<file path="src/eag_pkg.sv">
//==============================================================
// Behaviour
// - Ten addressing modes are decoded and served.
// - Immediate operand is the byte after opcode.
// - Direct address is one byte, two-byte instruction.
// - Extended address is two bytes, three-byte instruction.
// - Signed offset added to PC only when taken.
// - Branch span is -128..+127 from next opcode.
// - Indexed no offset uses index alone, one byte.
// - Index plus unsigned byte, up to 510.
// - Index plus unsigned word, three-byte instruction.
// - Bit set/clear: bit from opcode, direct address.
// - Bit test: polarity from opcode, third-byte offset.
// - Tested bit always copied into carry flag.
// - Inherent instructions are one byte long.
// - Control group operations are all decoded.
package eag_pkg;

  localparam int ADDR_W_DEF = 16;
  localparam int DIR_SPAN = 256;
  localparam int IX1_MAX = 510;

  localparam logic [1:0] LEN_ONE = 2'h1;
  localparam logic [1:0] LEN_TWO = 2'h2;
  localparam logic [1:0] LEN_THREE = 2'h3;

  localparam logic [3:0] ROW_BTB = 4'h0;
  localparam logic [3:0] ROW_BSC = 4'h1;
  localparam logic [3:0] ROW_REL = 4'h2;
  localparam logic [3:0] ROW_DIR_RMW = 4'h3;
  localparam logic [3:0] ROW_INH_A = 4'h4;
  localparam logic [3:0] ROW_INH_X = 4'h5;
  localparam logic [3:0] ROW_IX1_RMW = 4'h6;
  localparam logic [3:0] ROW_IX_RMW = 4'h7;
  localparam logic [3:0] ROW_CTL_LO = 4'h8;
  localparam logic [3:0] ROW_CTL_HI = 4'h9;
  localparam logic [3:0] ROW_IMM = 4'hA;
  localparam logic [3:0] ROW_DIR = 4'hB;
  localparam logic [3:0] ROW_EXT = 4'hC;
  localparam logic [3:0] ROW_IX2 = 4'hD;
  localparam logic [3:0] ROW_IX1 = 4'hE;
  localparam logic [3:0] ROW_IX = 4'hF;

  localparam logic [7:0] OPC_BSR = 8'hAD;
  localparam logic [7:0] OPC_RTI = 8'h80;
  localparam logic [7:0] OPC_RTS = 8'h81;
  localparam logic [7:0] OPC_SWI = 8'h83;
  localparam logic [7:0] OPC_STOP = 8'h8E;
  localparam logic [7:0] OPC_WAIT = 8'h8F;
  localparam logic [7:0] OPC_TAX = 8'h97;
  localparam logic [7:0] OPC_CLC = 8'h98;
  localparam logic [7:0] OPC_SEC = 8'h99;
  localparam logic [7:0] OPC_CLI = 8'h9A;
  localparam logic [7:0] OPC_SEI = 8'h9B;
  localparam logic [7:0] OPC_RSP = 8'h9C;
  localparam logic [7:0] OPC_NOP = 8'h9D;
  localparam logic [7:0] OPC_TXA = 8'h9F;

  typedef enum logic [3:0] {
    M_IMM = 4'h0, M_DIR = 4'h1, M_EXT = 4'h2, M_REL = 4'h3, M_IX = 4'h4,
    M_IX1 = 4'h5, M_IX2 = 4'h6, M_BSC = 4'h7, M_BTB = 4'h8, M_INH = 4'h9
  } eag_mode_t;

  typedef enum logic [3:0] {
    C_NONE = 4'h0, C_ACC2X = 4'h1, C_X2ACC = 4'h2, C_SETC = 4'h3, C_CLRC = 4'h4,
    C_SETI = 4'h5, C_CLRI = 4'h6, C_TRAP = 4'h7, C_RTS = 4'h8, C_RTI = 4'h9,
    C_RSP = 4'hA, C_IDLE = 4'hB, C_STOP = 4'hC, C_WAIT = 4'hD
  } eag_ctrl_t;

  typedef enum logic [2:0] {
    S_IDLE = 3'h0, S_OPC = 3'h1, S_B1 = 3'h2, S_B2 = 3'h3, S_BRD = 3'h4
  } eag_state_t;

endpackage

</file>
<file path="src/eag_dec_if.sv">
`timescale 1ns/1ps
interface eag_dec_if;
  import eag_pkg::*;
  logic [7:0] opcode;
  eag_mode_t mode;
  eag_ctrl_t ctrl;
  logic [1:0] len;
  logic [2:0] bit_num;
  logic bit_pol;
  logic bit_val;
  modport dec (input opcode, output mode, ctrl, len, bit_num, bit_pol, bit_val);
  modport core (output opcode, input mode, ctrl, len, bit_num, bit_pol, bit_val);
endinterface // eag_dec_if

</file>
<file path="src/eag_effective_address_generator.sv">
`timescale 1ns/1ps
module eag_effective_address_generator
  import eag_pkg::*;
#(
  parameter int AW = ADDR_W_DEF
)(
  input wire logic clk,
  input wire logic rst,
  input wire logic ce,
  input wire logic start,
  input wire logic [AW-1:0] pc_in,
  input wire logic [7:0] index_in,
  input wire logic cond_met,
  input wire logic [7:0] prog_data,
  input wire logic [7:0] data_rdata,
  output logic busy,
  output logic [AW-1:0] prog_addr,
  output logic prog_rd,
  output logic [AW-1:0] data_addr,
  output logic data_rd,
  output logic data_access,
  output logic done,
  output eag_mode_t mode,
  output eag_ctrl_t ctrl_op,
  output logic [1:0] instr_len,
  output logic [AW-1:0] effective_address,
  output logic [7:0] operand,
  output logic [AW-1:0] next_pc,
  output logic branch_taken,
  output logic carry_we,
  output logic carry_val,
  output logic [2:0] bit_num,
  output logic bit_value
);

  //==============================================================
  // State
  typedef struct packed {
    eag_state_t st;
    logic [AW-1:0] pc;
    logic [7:0] opc;
    logic [7:0] b1;
    logic [7:0] b2;
    logic [7:0] x;
    logic busy;
    logic done;
    logic prd;
    logic [AW-1:0] paddr;
    logic drd;
    logic dacc;
    logic [AW-1:0] daddr;
    logic [AW-1:0] ea;
    logic [AW-1:0] npc;
    eag_mode_t mode;
    eag_ctrl_t ctrl;
    logic [1:0] len;
    logic [7:0] oper;
    logic taken;
    logic cwe;
    logic cval;
    logic [2:0] bitn;
    logic bval;
  } eag_st_t;

  eag_st_t s;
  eag_st_t n;
  logic fin;
  logic [AW-1:0] pcn;

  eag_dec_if dif ();

  eag_opcode_decoder u_dec (
    .dif(dif.dec)
  );

  // The opcode byte is decoded in the cycle it arrives, so that a
  // one-byte instruction completes without an extra cycle.
  assign dif.opcode = (s.st == S_OPC) ? prog_data : s.opc;

  //==============================================================
  // Arithmetic helpers
  function automatic logic [AW-1:0] rel_target(input logic [AW-1:0] base, input logic [7:0] off);
    return base + AW'($signed(off));
  endfunction

  function automatic logic [AW-1:0] zext8(input logic [7:0] v);
    return {{(AW-8){1'b0}}, v};
  endfunction

  function automatic logic [AW-1:0] word16(input logic [7:0] hi, input logic [7:0] lo);
    logic [15:0] w;
    w = {hi, lo};
    return AW'(w);
  endfunction

  //==============================================================
  // Sequencer
  always_comb begin
    n = s;
    fin = 1'b0;
    pcn = s.pc + AW'(s.len);
    n.done = 1'b0;
    n.prd = 1'b0;
    n.drd = 1'b0;
    n.dacc = 1'b0;
    n.cwe = 1'b0;
    case (s.st)
      S_IDLE: begin
        if (start) begin
          n.st = S_OPC;
          n.pc = pc_in;
          n.paddr = pc_in;
          n.prd = 1'b1;
          n.busy = 1'b1;
        end
      end
      S_OPC: begin
        n.opc = prog_data;
        n.x = index_in;
        if (dif.len == LEN_ONE) begin
          fin = 1'b1;
        end else begin
          n.paddr = s.pc + AW'(1);
          n.prd = 1'b1;
          n.st = S_B1;
        end
      end
      S_B1: begin
        n.b1 = prog_data;
        if (dif.len == LEN_TWO) begin
          fin = 1'b1;
        end else begin
          n.paddr = s.pc + AW'(2);
          n.prd = 1'b1;
          n.st = S_B2;
        end
      end
      S_B2: begin
        n.b2 = prog_data;
        if (dif.mode == M_BTB) begin
          n.daddr = zext8(s.b1);
          n.drd = 1'b1;
          n.st = S_BRD;
        end else begin
          fin = 1'b1;
        end
      end
      S_BRD: begin
        fin = 1'b1;
      end
      default: begin
        n.st = S_IDLE;
        n.busy = 1'b0;
      end
    endcase

    if (fin) begin
      n.st = S_IDLE;
      n.busy = 1'b0;
      n.done = 1'b1;
      n.mode = dif.mode;
      n.ctrl = dif.ctrl;
      n.len = dif.len;
      n.bitn = dif.bit_num;
      n.bval = dif.bit_val;
      n.taken = 1'b0;
      n.oper = 8'h00;
      n.ea = '0;
      pcn = s.pc + AW'(dif.len);
      n.npc = pcn;
      case (dif.mode)
        M_IMM: begin
          n.ea = s.pc + AW'(1);
          n.oper = n.b1;
        end
        M_DIR: begin
          n.ea = zext8(n.b1);
          n.dacc = 1'b1;
        end
        M_EXT: begin
          n.ea = word16(n.b1, n.b2);
          n.dacc = 1'b1;
        end
        M_REL: begin
          n.taken = cond_met;
          n.npc = cond_met ? rel_target(pcn, n.b1) : pcn;
        end
        M_IX: begin
          n.ea = zext8(n.x);
          n.dacc = 1'b1;
        end
        M_IX1: begin
          n.ea = zext8(n.x) + zext8(n.b1);
          n.dacc = 1'b1;
        end
        M_IX2: begin
          n.ea = zext8(n.x) + word16(n.b1, n.b2);
          n.dacc = 1'b1;
        end
        M_BSC: begin
          n.ea = zext8(n.b1);
          n.dacc = 1'b1;
        end
        M_BTB: begin
          // Carry is written whatever the branch outcome.
          n.ea = zext8(n.b1);
          n.cwe = 1'b1;
          n.cval = data_rdata[dif.bit_num];
          n.taken = (data_rdata[dif.bit_num] == dif.bit_pol);
          n.npc = n.taken ? rel_target(pcn, n.b2) : pcn;
        end
        default: begin
          n.ea = '0;
        end
      endcase
      if (n.dacc) begin
        n.daddr = n.ea;
      end
    end
  end

  always_ff @(posedge clk) begin
    if (rst) begin
      s <= '0;
    end else if (ce) begin
      s <= n;
    end
  end

  //==============================================================
  // Outputs
  assign busy = s.busy;
  assign prog_addr = s.paddr;
  assign prog_rd = s.prd;
  assign data_addr = s.daddr;
  assign data_rd = s.drd;
  assign data_access = s.dacc;
  assign done = s.done;
  assign mode = s.mode;
  assign ctrl_op = s.ctrl;
  assign instr_len = s.len;
  assign effective_address = s.ea;
  assign operand = s.oper;
  assign next_pc = s.npc;
  assign branch_taken = s.taken;
  assign carry_we = s.cwe;
  assign carry_val = s.cval;
  assign bit_num = s.bitn;
  assign bit_value = s.bval;
endmodule // eag_effective_address_generator

</file>
<file path="src/eag_opcode_decoder.sv">
`timescale 1ns/1ps
module eag_opcode_decoder
  import eag_pkg::*;
(
  eag_dec_if.dec dif
);

  //==============================================================
  // Mode and length from the opcode row
  always_comb begin
    dif.bit_num = dif.opcode[3:1];
    dif.bit_pol = ~dif.opcode[0];
    dif.bit_val = ~dif.opcode[0];
    dif.ctrl = C_NONE;
    dif.mode = M_INH;
    dif.len = LEN_ONE;
    case (dif.opcode[7:4])
      ROW_BTB: begin
        dif.mode = M_BTB;
        dif.len = LEN_THREE;
      end
      ROW_BSC: begin
        dif.mode = M_BSC;
        dif.len = LEN_TWO;
      end
      ROW_REL: begin
        dif.mode = M_REL;
        dif.len = LEN_TWO;
      end
      ROW_DIR_RMW, ROW_DIR: begin
        dif.mode = M_DIR;
        dif.len = LEN_TWO;
      end
      ROW_IX1_RMW, ROW_IX1: begin
        dif.mode = M_IX1;
        dif.len = LEN_TWO;
      end
      ROW_IX_RMW, ROW_IX: begin
        dif.mode = M_IX;
        dif.len = LEN_ONE;
      end
      ROW_IMM: begin
        // The subroutine branch sits in the immediate row but is relative.
        dif.mode = (dif.opcode == OPC_BSR) ? M_REL : M_IMM;
        dif.len = LEN_TWO;
      end
      ROW_EXT: begin
        dif.mode = M_EXT;
        dif.len = LEN_THREE;
      end
      ROW_IX2: begin
        dif.mode = M_IX2;
        dif.len = LEN_THREE;
      end
      default: begin
        dif.mode = M_INH;
        dif.len = LEN_ONE;
      end
    endcase
    case (dif.opcode)
      OPC_TAX: dif.ctrl = C_ACC2X;
      OPC_TXA: dif.ctrl = C_X2ACC;
      OPC_SEC: dif.ctrl = C_SETC;
      OPC_CLC: dif.ctrl = C_CLRC;
      OPC_SEI: dif.ctrl = C_SETI;
      OPC_CLI: dif.ctrl = C_CLRI;
      OPC_SWI: dif.ctrl = C_TRAP;
      OPC_RTS: dif.ctrl = C_RTS;
      OPC_RTI: dif.ctrl = C_RTI;
      OPC_RSP: dif.ctrl = C_RSP;
      OPC_NOP: dif.ctrl = C_IDLE;
      OPC_STOP: dif.ctrl = C_STOP;
      OPC_WAIT: dif.ctrl = C_WAIT;
      default: dif.ctrl = C_NONE;
    endcase
  end

endmodule // eag_opcode_decoder

</file>
<file path="config.mk">
export PLATFORM = sky130hd
export DESIGN_NAME = eag_effective_address_generator
export DESIGN_NICKNAME = d
export VERILOG_FILES = /design/src/eag_pkg.sv /design/src/eag_dec_if.sv /design/src/eag_effective_address_generator.sv /design/src/eag_opcode_decoder.sv
export SDC_FILE = /design/constraint.sdc
export NUM_CORES = 1
export LEC_CHECK = 0
export ABC_AREA = 1
export BUFFER_PORTS_ARGS = -buffer_cell sky130_fd_sc_hd__buf_4
export CAP_MARGIN = 5
export CORE_MARGIN = 2
export CORE_UTILIZATION = 60
export DETAILED_ROUTE_END_ITERATION = 8
export PLACE_DENSITY_LB_ADDON = 0.08
export SLEW_MARGIN = 40
export SYNTH_ARGS = -nofsm -noshare
export SYNTH_HDL_FRONTEND = slang
export SYNTH_SLANG_ARGS = --single-unit
</file>
<file path="constraint.sdc">
create_clock -name clk -period 5.1 [get_ports clk]
set_input_delay 0.765 -clock clk [delete_from_list [all_inputs] [get_ports clk]]
set_output_delay 0.765 -clock clk [all_outputs]
set_load 0.01 [all_outputs]
</file>
==> results_dict.tcl, run 1 <==
set metrics [dict create \
    status "finished, final reports clean" \
    rsz0062_at_grt "false" \
    num_rows 50 \
    cts_root_buf "clkbuf_16" \
    ios 139 \
    ys_ff_latch 145 \
    cts_setup_buffers 0 \
    cts.clk_slew.worst_paths_ns 0.07 \
    synthAdderAreaFrac_pct 6.26 \
    drc_errors 0 \
    timing.critical_path.fanout_max 11 \
    post-place-cells 2102 \
    cts_buffers 17 \
    crit_path_end "next_pc[13]" \
    tns_ns 0 \
    grt.total_usage_pct 36.5 \
    vias 12200 \
    ir_drop_mv 0.250 \
    first_pass_iters 6 \
    synth_compound_area_share_pct 20.0 \
    yosysWarnings 0 \
    die_y_um 143 \
    hpwl_um 27500 \
    syn_avg_cell_area_um2 6.31 \
    cts_resized 0 \
    critPathKind "flip-flop to flip-flop" \
    r2r_start "s[144]" \
    critical_path.top_delay_family "simple AND/OR/NAND/NOR gates" \
    die_x_um 143 \
    startpoint "s[144]" \
    crit_path_end_kind "flip-flop" \
    crit_slowest_cell "dfxtp_1" \
    setup_violations 0 \
    preCtsSetupSlack_ns 0.286 \
    finalCritPeriodShare_pct 91.3 \
    start_kind "flip-flop" \
    synthesis.nets 1936 \
    drtAntennaViolNets 0 \
    finClkSkew_ns 0.0119 \
    grt_start_max_net_pins 72 \
    slew_headroom_pct 44.6 \
    synthArstFlopShare_pct 0 \
    netlist_instances 1836 \
    crit_required_ns 5.44 \
    fillerInstances 1719 \
    min_path_type "flip-flop to flip-flop" \
    p_per_area_nw_per_um2 320 \
    start_util_pct 61.6 \
    synth_xor_area_share_pct 3.55 \
    ys_seq_area_share_pct 25.0 \
    wl_um 37400 \
    overflow 0 \
    gp_congestion 0.953 \
    grt_pass1_vias 11100 \
    core_um2 18800 \
    ff2ff_path_depth 29 \
    slew_violations 0 \
    die-area_um2 20400 \
    synth_ff_type "dfxtp_1" \
    io_buffers 138 \
    synth_enable_flop_cells 0 \
    wl_per_cell_um 17.5 \
    final_cells 2135 \
    reg2reg_slack_ns 0.44 \
    netlist_area_um2 11600 \
    drive_gt1_share_pct 13.5 \
    grt_pass1_wl_um 58700 \
    antenna_cells 0 \
    fmax_mhz 215 \
    cts_tree "yes" \
    yosysUniqueCellTypes 57 \
    p_leak_nw 6.18 \
    p_total_mw 4.07 \
    synth_top_family_by_area "simple AND/OR/NAND/NOR gates" \
    nets 1962 \
    crit_cells 29 \
    crit_buf_inv 6 \
    worst_pin_slew_ns 0.830 \
    clk_latency_ns 0.44 \
    worst_slack_ns 0.445 \
    hold_depth 2 \
    areaGrowthSynthToFinish_pct 9.76 \
    synthMuxAreaShare_pct 0 \
    drt-vias-per-instance 5.73 \
    rr_endpoint "next_pc[13]" \
    finalHoldViolCount 0 \
    final_util_pct 67.6 \
    postCtsHoldBufs 0 \
    crit_path_max_incr_delay_ns 0.45 \
    cts_buffer_depth 2 \
    clock_sinks 145 \
    arrival_ns 5.00 \
    maxCapViolations 0 \
    cpMostUsedCell "nand2_1" \
    cts_htree_levels 4 \
    drt_iter0_markers 1326 \
    fin_crit_ns 4.66 \
    synth_simple_gate_area_share_pct 30.0 \
    antenna_found_initial 0 \
]
## flip-flops by register name (all words and copies together) (netlist names), 4 cells and up
| signal | flops |
|---|---|
| ctrl_op | 4 |
| effective_address | 16 |
| data_addr | 16 |
| prog_addr | 16 |
| next_pc | 16 |
| s | 51 |
| mode | 4 |
| operand | 8 |
## worst min-delay path: stages, from the launching register on
cell     delay (ns)
dfxtp_1        0.31
nand2_1        0.06
a21oi_1        0.05
## cells in the mapped netlist (2+ instances only)
| master | count | area [um^2] |
|---|---|---|
| a211oi_1 | 4 | 30.0 |
| a211oi_2 | 4 | 50.1 |
| a21oi_1 | 176 | 881 |
| a22oi_1 | 4 | 30.0 |
| a31o_2 | 2 | 17.5 |
| a31oi_1 | 7 | 43.8 |
| buf_1 | 6 | 22.5 |
| buf_2 | 10 | 50.1 |
| buf_4 | 89 | 668 |
| buf_6 | 10 | 113 |
| clkbuf_1 | 36 | 135 |
| clkinv_1 | 4 | 15.0 |
| dfxtp_1 | 145 | 2900 |
| fa_1 | 5 | 100 |
| ha_1 | 50 | 626 |
| inv_1 | 186 | 698 |
| inv_2 | 12 | 45.0 |
| nand2_1 | 430 | 1610 |
| nand2_2 | 10 | 62.6 |
| nand2_4 | 4 | 45.0 |
| nand3_1 | 136 | 681 |
| nand3_2 | 2 | 20.0 |
| nand3_4 | 2 | 35.0 |
| nand3b_1 | 3 | 22.5 |
| nand4_1 | 19 | 119 |
| nor2_1 | 176 | 661 |
| nor2_4 | 4 | 45.0 |
| nor3_1 | 16 | 80.1 |
| nor3b_1 | 2 | 15.0 |
| o211ai_1 | 13 | 97.6 |
| o21a_1 | 7 | 52.6 |
| o21ai_0 | 168 | 841 |
| o21ai_1 | 10 | 50.1 |
| o21ai_2 | 6 | 52.6 |
| o21bai_1 | 4 | 30.0 |
| o22ai_1 | 4 | 25.0 |
| o31ai_1 | 2 | 15.0 |
| or2_2 | 4 | 25.0 |
| xnor2_1 | 6 | 52.6 |
| xor2_1 | 41 | 359 |
## metrics by stage
stage,hold WS [ns],instance area [um^2]
after floorplan,0.445,11600
after global routing,0.491,12700
after global placement,0.452,12100
after detailed placement,0.457,12100
final,0.465,12700
after CTS,0.467,12700
## placed cells by master (no fill, tap or decap), drive strengths merged, types with 19 or more instances in the layout
| master | n |
|---|---|
| nand2 | 444 |
| inv | 206 |
| o21ai | 184 |
| nor2 | 182 |
| a21oi | 177 |
| buf | 158 |
| dfxtp | 145 |
| nand3 | 141 |
| ha | 50 |
| xor2 | 41 |
| nand4 | 19 |
## kinds of logic after synthesis
group,Yosys count
simple gates,813
flops,145
compound gates,421
fa+ha+maj,55
buf+inv,355
xor+xnor,47
## area by class of cell
| type | count | area, um^2 | area share (%) |
|---|---|---|---|
| timing repair buffer | 158 | 1190 | 9.32 |
| clock buffer | 18 | 439 | 3.45 |
| inverter | 203 | 763 | 6.00 |
| clock inverter | 14 | 148 | 1.16 |
| sequential | 145 | 2910 | 22.8 |
| tap | 260 | 325 | 2.56 |
| multi-input combinational | 1337 | 6960 | 54.7 |
## report_power, final
part | internal, mW | switching, mW | total [mW] | leakage [nW]
clock | 0.704 | 0.596 | 1.30 | 0.280
sequential | 1.24 | 0.0691 | 1.31 | 1.19
combinational | 0.483 | 0.984 | 1.47 | 4.72
total | 2.42 | 1.65 | 4.07 | 6.18
## worst min path at each step
stage | start | to | slack, ns
finish | operand[7] | operand[7] | 0.47
CTS | s[114] | s[114] | 0.47
detailed placement | s[114] | s[114] | 0.46
global route | s[111] | s[111] | 0.49
global placement | s[111] | s[111] | 0.45
floorplan | operand[0] | operand[0] | 0.44
## layer usage
layer	GRT usage, %	vias to the layer above	wire (um)
li1	-	5998	-
met1	50.5	5524	16300
met2	57.4	634	16400
met3	7.28	68	3690
met4	11.3	0	968
met5	0	-	0
Power figures use the tool's default switching activity.
==> run 2, diff against run 1 <==
--- a/config.mk
+++ b/config.mk
@@ -9,7 +9,7 @@
 export BUFFER_PORTS_ARGS = -buffer_cell sky130_fd_sc_hd__buf_4
 export CAP_MARGIN = 5
 export CORE_MARGIN = 2
-export CORE_UTILIZATION = 60
+export CORE_UTILIZATION = 45
 export DETAILED_ROUTE_END_ITERATION = 8
 export PLACE_DENSITY_LB_ADDON = 0.08
 export SLEW_MARGIN = 40
==> results_dict.tcl, run 2 (synthesis gave the netlist of run 1 again) <==
set metrics [dict create \
    finClkSkew_ns 0.0152 \
    core_um2 25300 \
    busiest_layer "met2" \
    crit_path_end "next_pc[15]" \
    wl_per_cell_um 17.9 \
    holdWs_ns 0.466 \
    drt-vias-per-instance 5.45 \
    finalCritPeriodShare_pct 91.8 \
    finalHoldViolCount 0 \
    io_buffers 138 \
    ios 139 \
    grt_use_met2_pct 45.2 \
    min_path_type "flip-flop to flip-flop" \
    cts.clk_slew.worst_paths_ns 0.07 \
    drc_errors 0 \
    met3_usage_pct 4.50 \
    arrival_ns 5.02 \
    fin_crit_ns 4.68 \
    fillerInstances 2682 \
    overflow 0 \
    antenna_found_initial 0 \
    r2r_start "s[144]" \
    vias 12000 \
    cts_root_buf "clkbuf_16" \
    first_pass_iters 8 \
    start_kind "flip-flop" \
    nets 1964 \
    p_per_area_nw_per_um2 318 \
    setup_violations 0 \
    ff2ff_path_depth 25 \
    clk_latency_ns 0.44 \
    cts_buffers 17 \
    post-place-cells 2174 \
    antenna_cells 0 \
    cts_setup_buffers 0 \
    final_cells 2207 \
    crit_path_end_kind "flip-flop" \
    reg2reg_slack_ns 0.42 \
    gp_congestion 0.945 \
    hpwl_um 29600 \
    wl_um 39600 \
    grt_pass1_wl_um 61500 \
    maxCapViolations 0 \
    drt_iter0_markers 1061 \
    p_leak_nw 6.19 \
    start_util_pct 45.9 \
    rr_endpoint "next_pc[15]" \
    mostFrequentLayoutCell "nand2_1" \
    worst_pin_slew_ns 0.812 \
    die_x_um 165 \
    top_register "s" \
    largest_reg_flops 51 \
    areaGrowthSynthToFinish_pct 10.8 \
    slew_headroom_pct 45.9 \
    slew_violations 0 \
    num_rows 58 \
    fmax_mhz 214 \
    worst_slack_ns 0.419 \
    rsz0062_at_grt "false" \
    multi_input_area_um2 6970 \
    layout_common_cells "429 x nand2_1, 185 x inv_1, 175 x nor2_1, 175 x a21oi_1, 167 x o21ai_0" \
    die_y_um 165 \
    cts_htree_levels 4 \
    grt_pass1_vias 11000 \
    regArea_um2 2910 \
    drive_gt1_share_pct 13.6 \
    die-area_um2 27100 \
    timing.critical_path.fanout_max 18 \
    grt_start_max_net_pins 72 \
    preCtsSetupSlack_ns 0.192 \
    status "finished, final reports clean" \
    ir_drop_mv 0.177 \
    drtAntennaViolNets 0 \
    final_util_pct 50.9 \
    crit_required_ns 5.44 \
    cts_buffer_depth 2 \
    critPathKind "flip-flop to flip-flop" \
    clock_sinks 145 \
    grt.total_usage_pct 29.4 \
    tns_ns 0 \
    gr-usage-met1_pct 42.1 \
    startpoint "s[144]" \
    cts_tree "yes" \
]
==> run 2: cell types whose count changed in the layout (fill, tap and decap cells not counted), sizes merged <==
cell	previous run	this run
clkbuf	18	19
inv	206	205
buf	158	160
==> run 2: what timing repair did <==
action | CTS | global route
setup endpoints to repair | 0 | 9
gates resized for setup | 0 | 7
endpoints found under the hold margin | 0 | 0
hold buffers | 0 | 0
==> run 2: metal layers <==
metal	part of all wire [%]	wire, um
met3	7.5	2950
met4	2.5	1010
met5	0	0
met1	47	18700
met2	43	17000
==> run 2: metrics by stage <==
step                instance area [um^2]  total power [mW]
CTS                                12800              4.09
global placement                   12200              2.77
finish                             12800              4.09
detailed placement                 12200              2.78
global route                       12800              4.33
floorplan                          11600              2.39
==> run 2: how the worst min path moves through the flow <==
stage,end,from,cells after the start,slack (ns)
floorplan,operand[0],operand[0],2,0.44
global placement,s[115],s[115],2,0.45
detailed placement,operand[0],operand[0],2,0.46
CTS,operand[0],operand[0],2,0.47
global route,operand[0],operand[0],2,0.48
finish,operand[0],operand[0],2,0.47
==> run 2: power by group <==
part	switching (mW)	leakage (nW)	internal, mW
clock network	0.592	0.278	0.704
registers	0.0709	1.19	1.24
logic	0.999	4.73	0.487
total	1.66	6.19	2.43
==> run 2: final cells by class <==
type | count | area share (%)
well taps | 330 | 3.21
inverters | 203 | 5.96
multi-input cells | 1337 | 54.3
repair buffers | 160 | 9.35
flip-flops and latches | 145 | 22.6
clock buffers | 19 | 3.45
clock inverters | 13 | 1.12
==> run 2: critical path: stages, from the launching register on <==
cell and delay [ns]:
dfxtp_1 0.37, inv_2 0.20, nand3_4 0.20, o21ai_4 0.25, nand2_4 0.11, nor2_8 0.27, nor2_1 0.16, nand2_2 0.16
inv_1 0.09, fa_1 0.47, nor2_2 0.19, nand2_1 0.08, xor2_1 0.26, inv_1 0.17, ha_1 0.36, a21oi_2 0.20
o21a_1 0.18, nor2_1 0.05, a211oi_1 0.23, nand2_1 0.09, nand2_1 0.08, nand3_1 0.06, nand2_1 0.06, nand3_1 0.11
nor2_1 0.13, nor2_1 0.04
==> run 3, diff against run 2 <==
--- a/config.mk
+++ b/config.mk
@@ -11,7 +11,7 @@
 export CORE_MARGIN = 2
 export CORE_UTILIZATION = 45
 export DETAILED_ROUTE_END_ITERATION = 8
-export PLACE_DENSITY_LB_ADDON = 0.08
+export PLACE_DENSITY = 0.75
 export SLEW_MARGIN = 40
 export SYNTH_ARGS = -nofsm -noshare
 export SYNTH_HDL_FRONTEND = slang
==> results_dict.tcl, run 3 (synthesis gave the netlist of run 1 again) <==
set metrics [dict create \
    mostFrequentLayoutCell "nand2_1" \
    vias 12300 \
    antenna_cells 0 \
    r2r_start "s[144]" \
    cts.clk_slew.worst_paths_ns 0.07 \
    fin_crit_ns 4.65 \
    status "finished, final reports clean" \
    ios 139 \
    clk_latency_ns 0.44 \
    finalCritPeriodShare_pct 91.1 \
    cts_root_buf "clkbuf_16" \
    cpMostUsedCell "nand2_1" \
    drtAntennaViolNets 0 \
    largest_reg_flops 51 \
    cts_buffers 17 \
    core_um2 25300 \
    worst_pin_slew_ns 0.857 \
    hold_depth 2 \
    grt.total_usage_pct 28.4 \
    die_x_um 165 \
    worst_slack_ns 0.455 \
    gp_congestion 0.949 \
    cts_htree_levels 4 \
    ff2ff_path_depth 29 \
    areaGrowthSynthToFinish_pct 10.7 \
    gr-usage-met1_pct 40.4 \
    start_kind "flip-flop" \
    die-area_um2 27100 \
    tns_ns 0 \
    overflow 0 \
    top_register "s" \
    die_y_um 165 \
    holdWs_ns 0.470 \
    min_to "s[112]" \
    slew_headroom_pct 42.2 \
    first_pass_iters 6 \
    wl_per_cell_um 17.6 \
    met3_usage_pct 4.57 \
    layout_common_cells "429 x nand2_1, 185 x inv_1, 175 x nor2_1, 175 x a21oi_1, 168 x o21ai_0" \
    rsz0062_at_grt "false" \
    finalHoldViolCount 0 \
    grt_start_max_net_pins 72 \
    ir_drop_mv 0.209 \
    min_path_type "flip-flop to flip-flop" \
    arrival_ns 4.98 \
    drt_iter0_markers 1305 \
    io_buffers 138 \
    post-place-cells 2173 \
    maxCapViolations 0 \
    crit_required_ns 5.43 \
    grt_use_met2_pct 43.2 \
    crit_slowest_cell "dfxtp_1" \
    fmax_mhz 215 \
    cts_buffer_depth 2 \
    rr_endpoint "next_pc[15]" \
    timing.critical_path.fanout_max 11 \
    crit_path_max_incr_delay_ns 0.43 \
    cts_tree "yes" \
    nets 1963 \
    num_rows 58 \
    hold_path_startpoint "s[112]" \
    wl_um 38800 \
    drc_errors 0 \
    p_per_area_nw_per_um2 320 \
    finClkSkew_ns 0.0119 \
    postCtsHoldBufs 0 \
    p_leak_nw 6.20 \
    critPathKind "flip-flop to flip-flop" \
    reg2reg_slack_ns 0.45 \
    grt_pass1_vias 11100 \
    drt-vias-per-instance 5.56 \
    busiest_layer "met2" \
    setup_violations 0 \
    start_util_pct 45.9 \
    slew_violations 0 \
    antenna_found_initial 0 \
    grt_pass1_wl_um 60100 \
    preCtsSetupSlack_ns 0.290 \
    clock_sinks 145 \
    crit_path_end_kind "flip-flop" \
    hpwl_um 28500 \
    final_cells 2206 \
    drive_gt1_share_pct 13.6 \
]
run 3: repair_timing:
action | 4_1_cts | 5_1_grt
resized for setup | 0 | 5
endpoints found under the setup margin | 0 | 6
buffers inserted | 0 | 0
run 3: critical path: cells and delay by family, from the launching register on:
family | cells | cell delay (ns)
buffers and inverters | 5 | 0.54
and+or+nand+nor | 17 | 1.67
AOI/OAI and AO/OA | 3 | 0.63
DFF | 1 | 0.43
adders and majority gates | 3 | 0.97
xor gates and xnor gates | 1 | 0.27
run 3: layout make-up:
class,count,area (um^2)
Sequential cell,145,2910
Clock buffer,18,439
Inverter,203,767
Clock inverter,14,154
Multi-Input combinational cell,1337,6960
Tap cell,330,413
Timing Repair Buffer,159,1200
Fill cell,2584,12400
run 3: per-layer routing:
metal	vias up	part of all wire, %
met4	0	3.2
li1	6009	-
met2	614	42
met5	-	0
met1	5566	45
met3	75	9.1
run 3: how the worst max path moves through the flow:
stage                  from          end  slack [ns]  cells after the start
6_report             s[144]  next_pc[15]        0.45                     29
5_1_grt              s[144]  next_pc[15]        0.02                     29
4_1_cts              s[143]  next_pc[15]        0.30                     29
3_5_place_dp   prog_data[6]  next_pc[15]        0.29                     29
3_3_place_gp   prog_data[6]  next_pc[15]        0.36                     29
2_1_floorplan  prog_data[6]  next_pc[15]        0.95                     27
run 3: stage by stage:
stage | cell area (um^2) | utilization (%) | power (mW)
final | 12800 | 50.8 | 4.11
after global routing | 12800 | 50.8 | 4.34
after CTS | 12800 | 50.7 | 4.08
after detailed placement | 12200 | 48.4 | 2.77
after global placement | 12200 | 48.3 | 2.76
after floorplan | 11600 | - | 2.39
run 3: report_power, final:
part | switching [mW] | total (mW) | leakage (nW) | internal, mW
logic | 0.992 | 1.48 | 4.72 | 0.487
registers | 0.0751 | 1.31 | 1.19 | 1.24
clock network | 0.572 | 1.31 | 0.289 | 0.742
total | 1.64 | 4.11 | 6.20 | 2.47
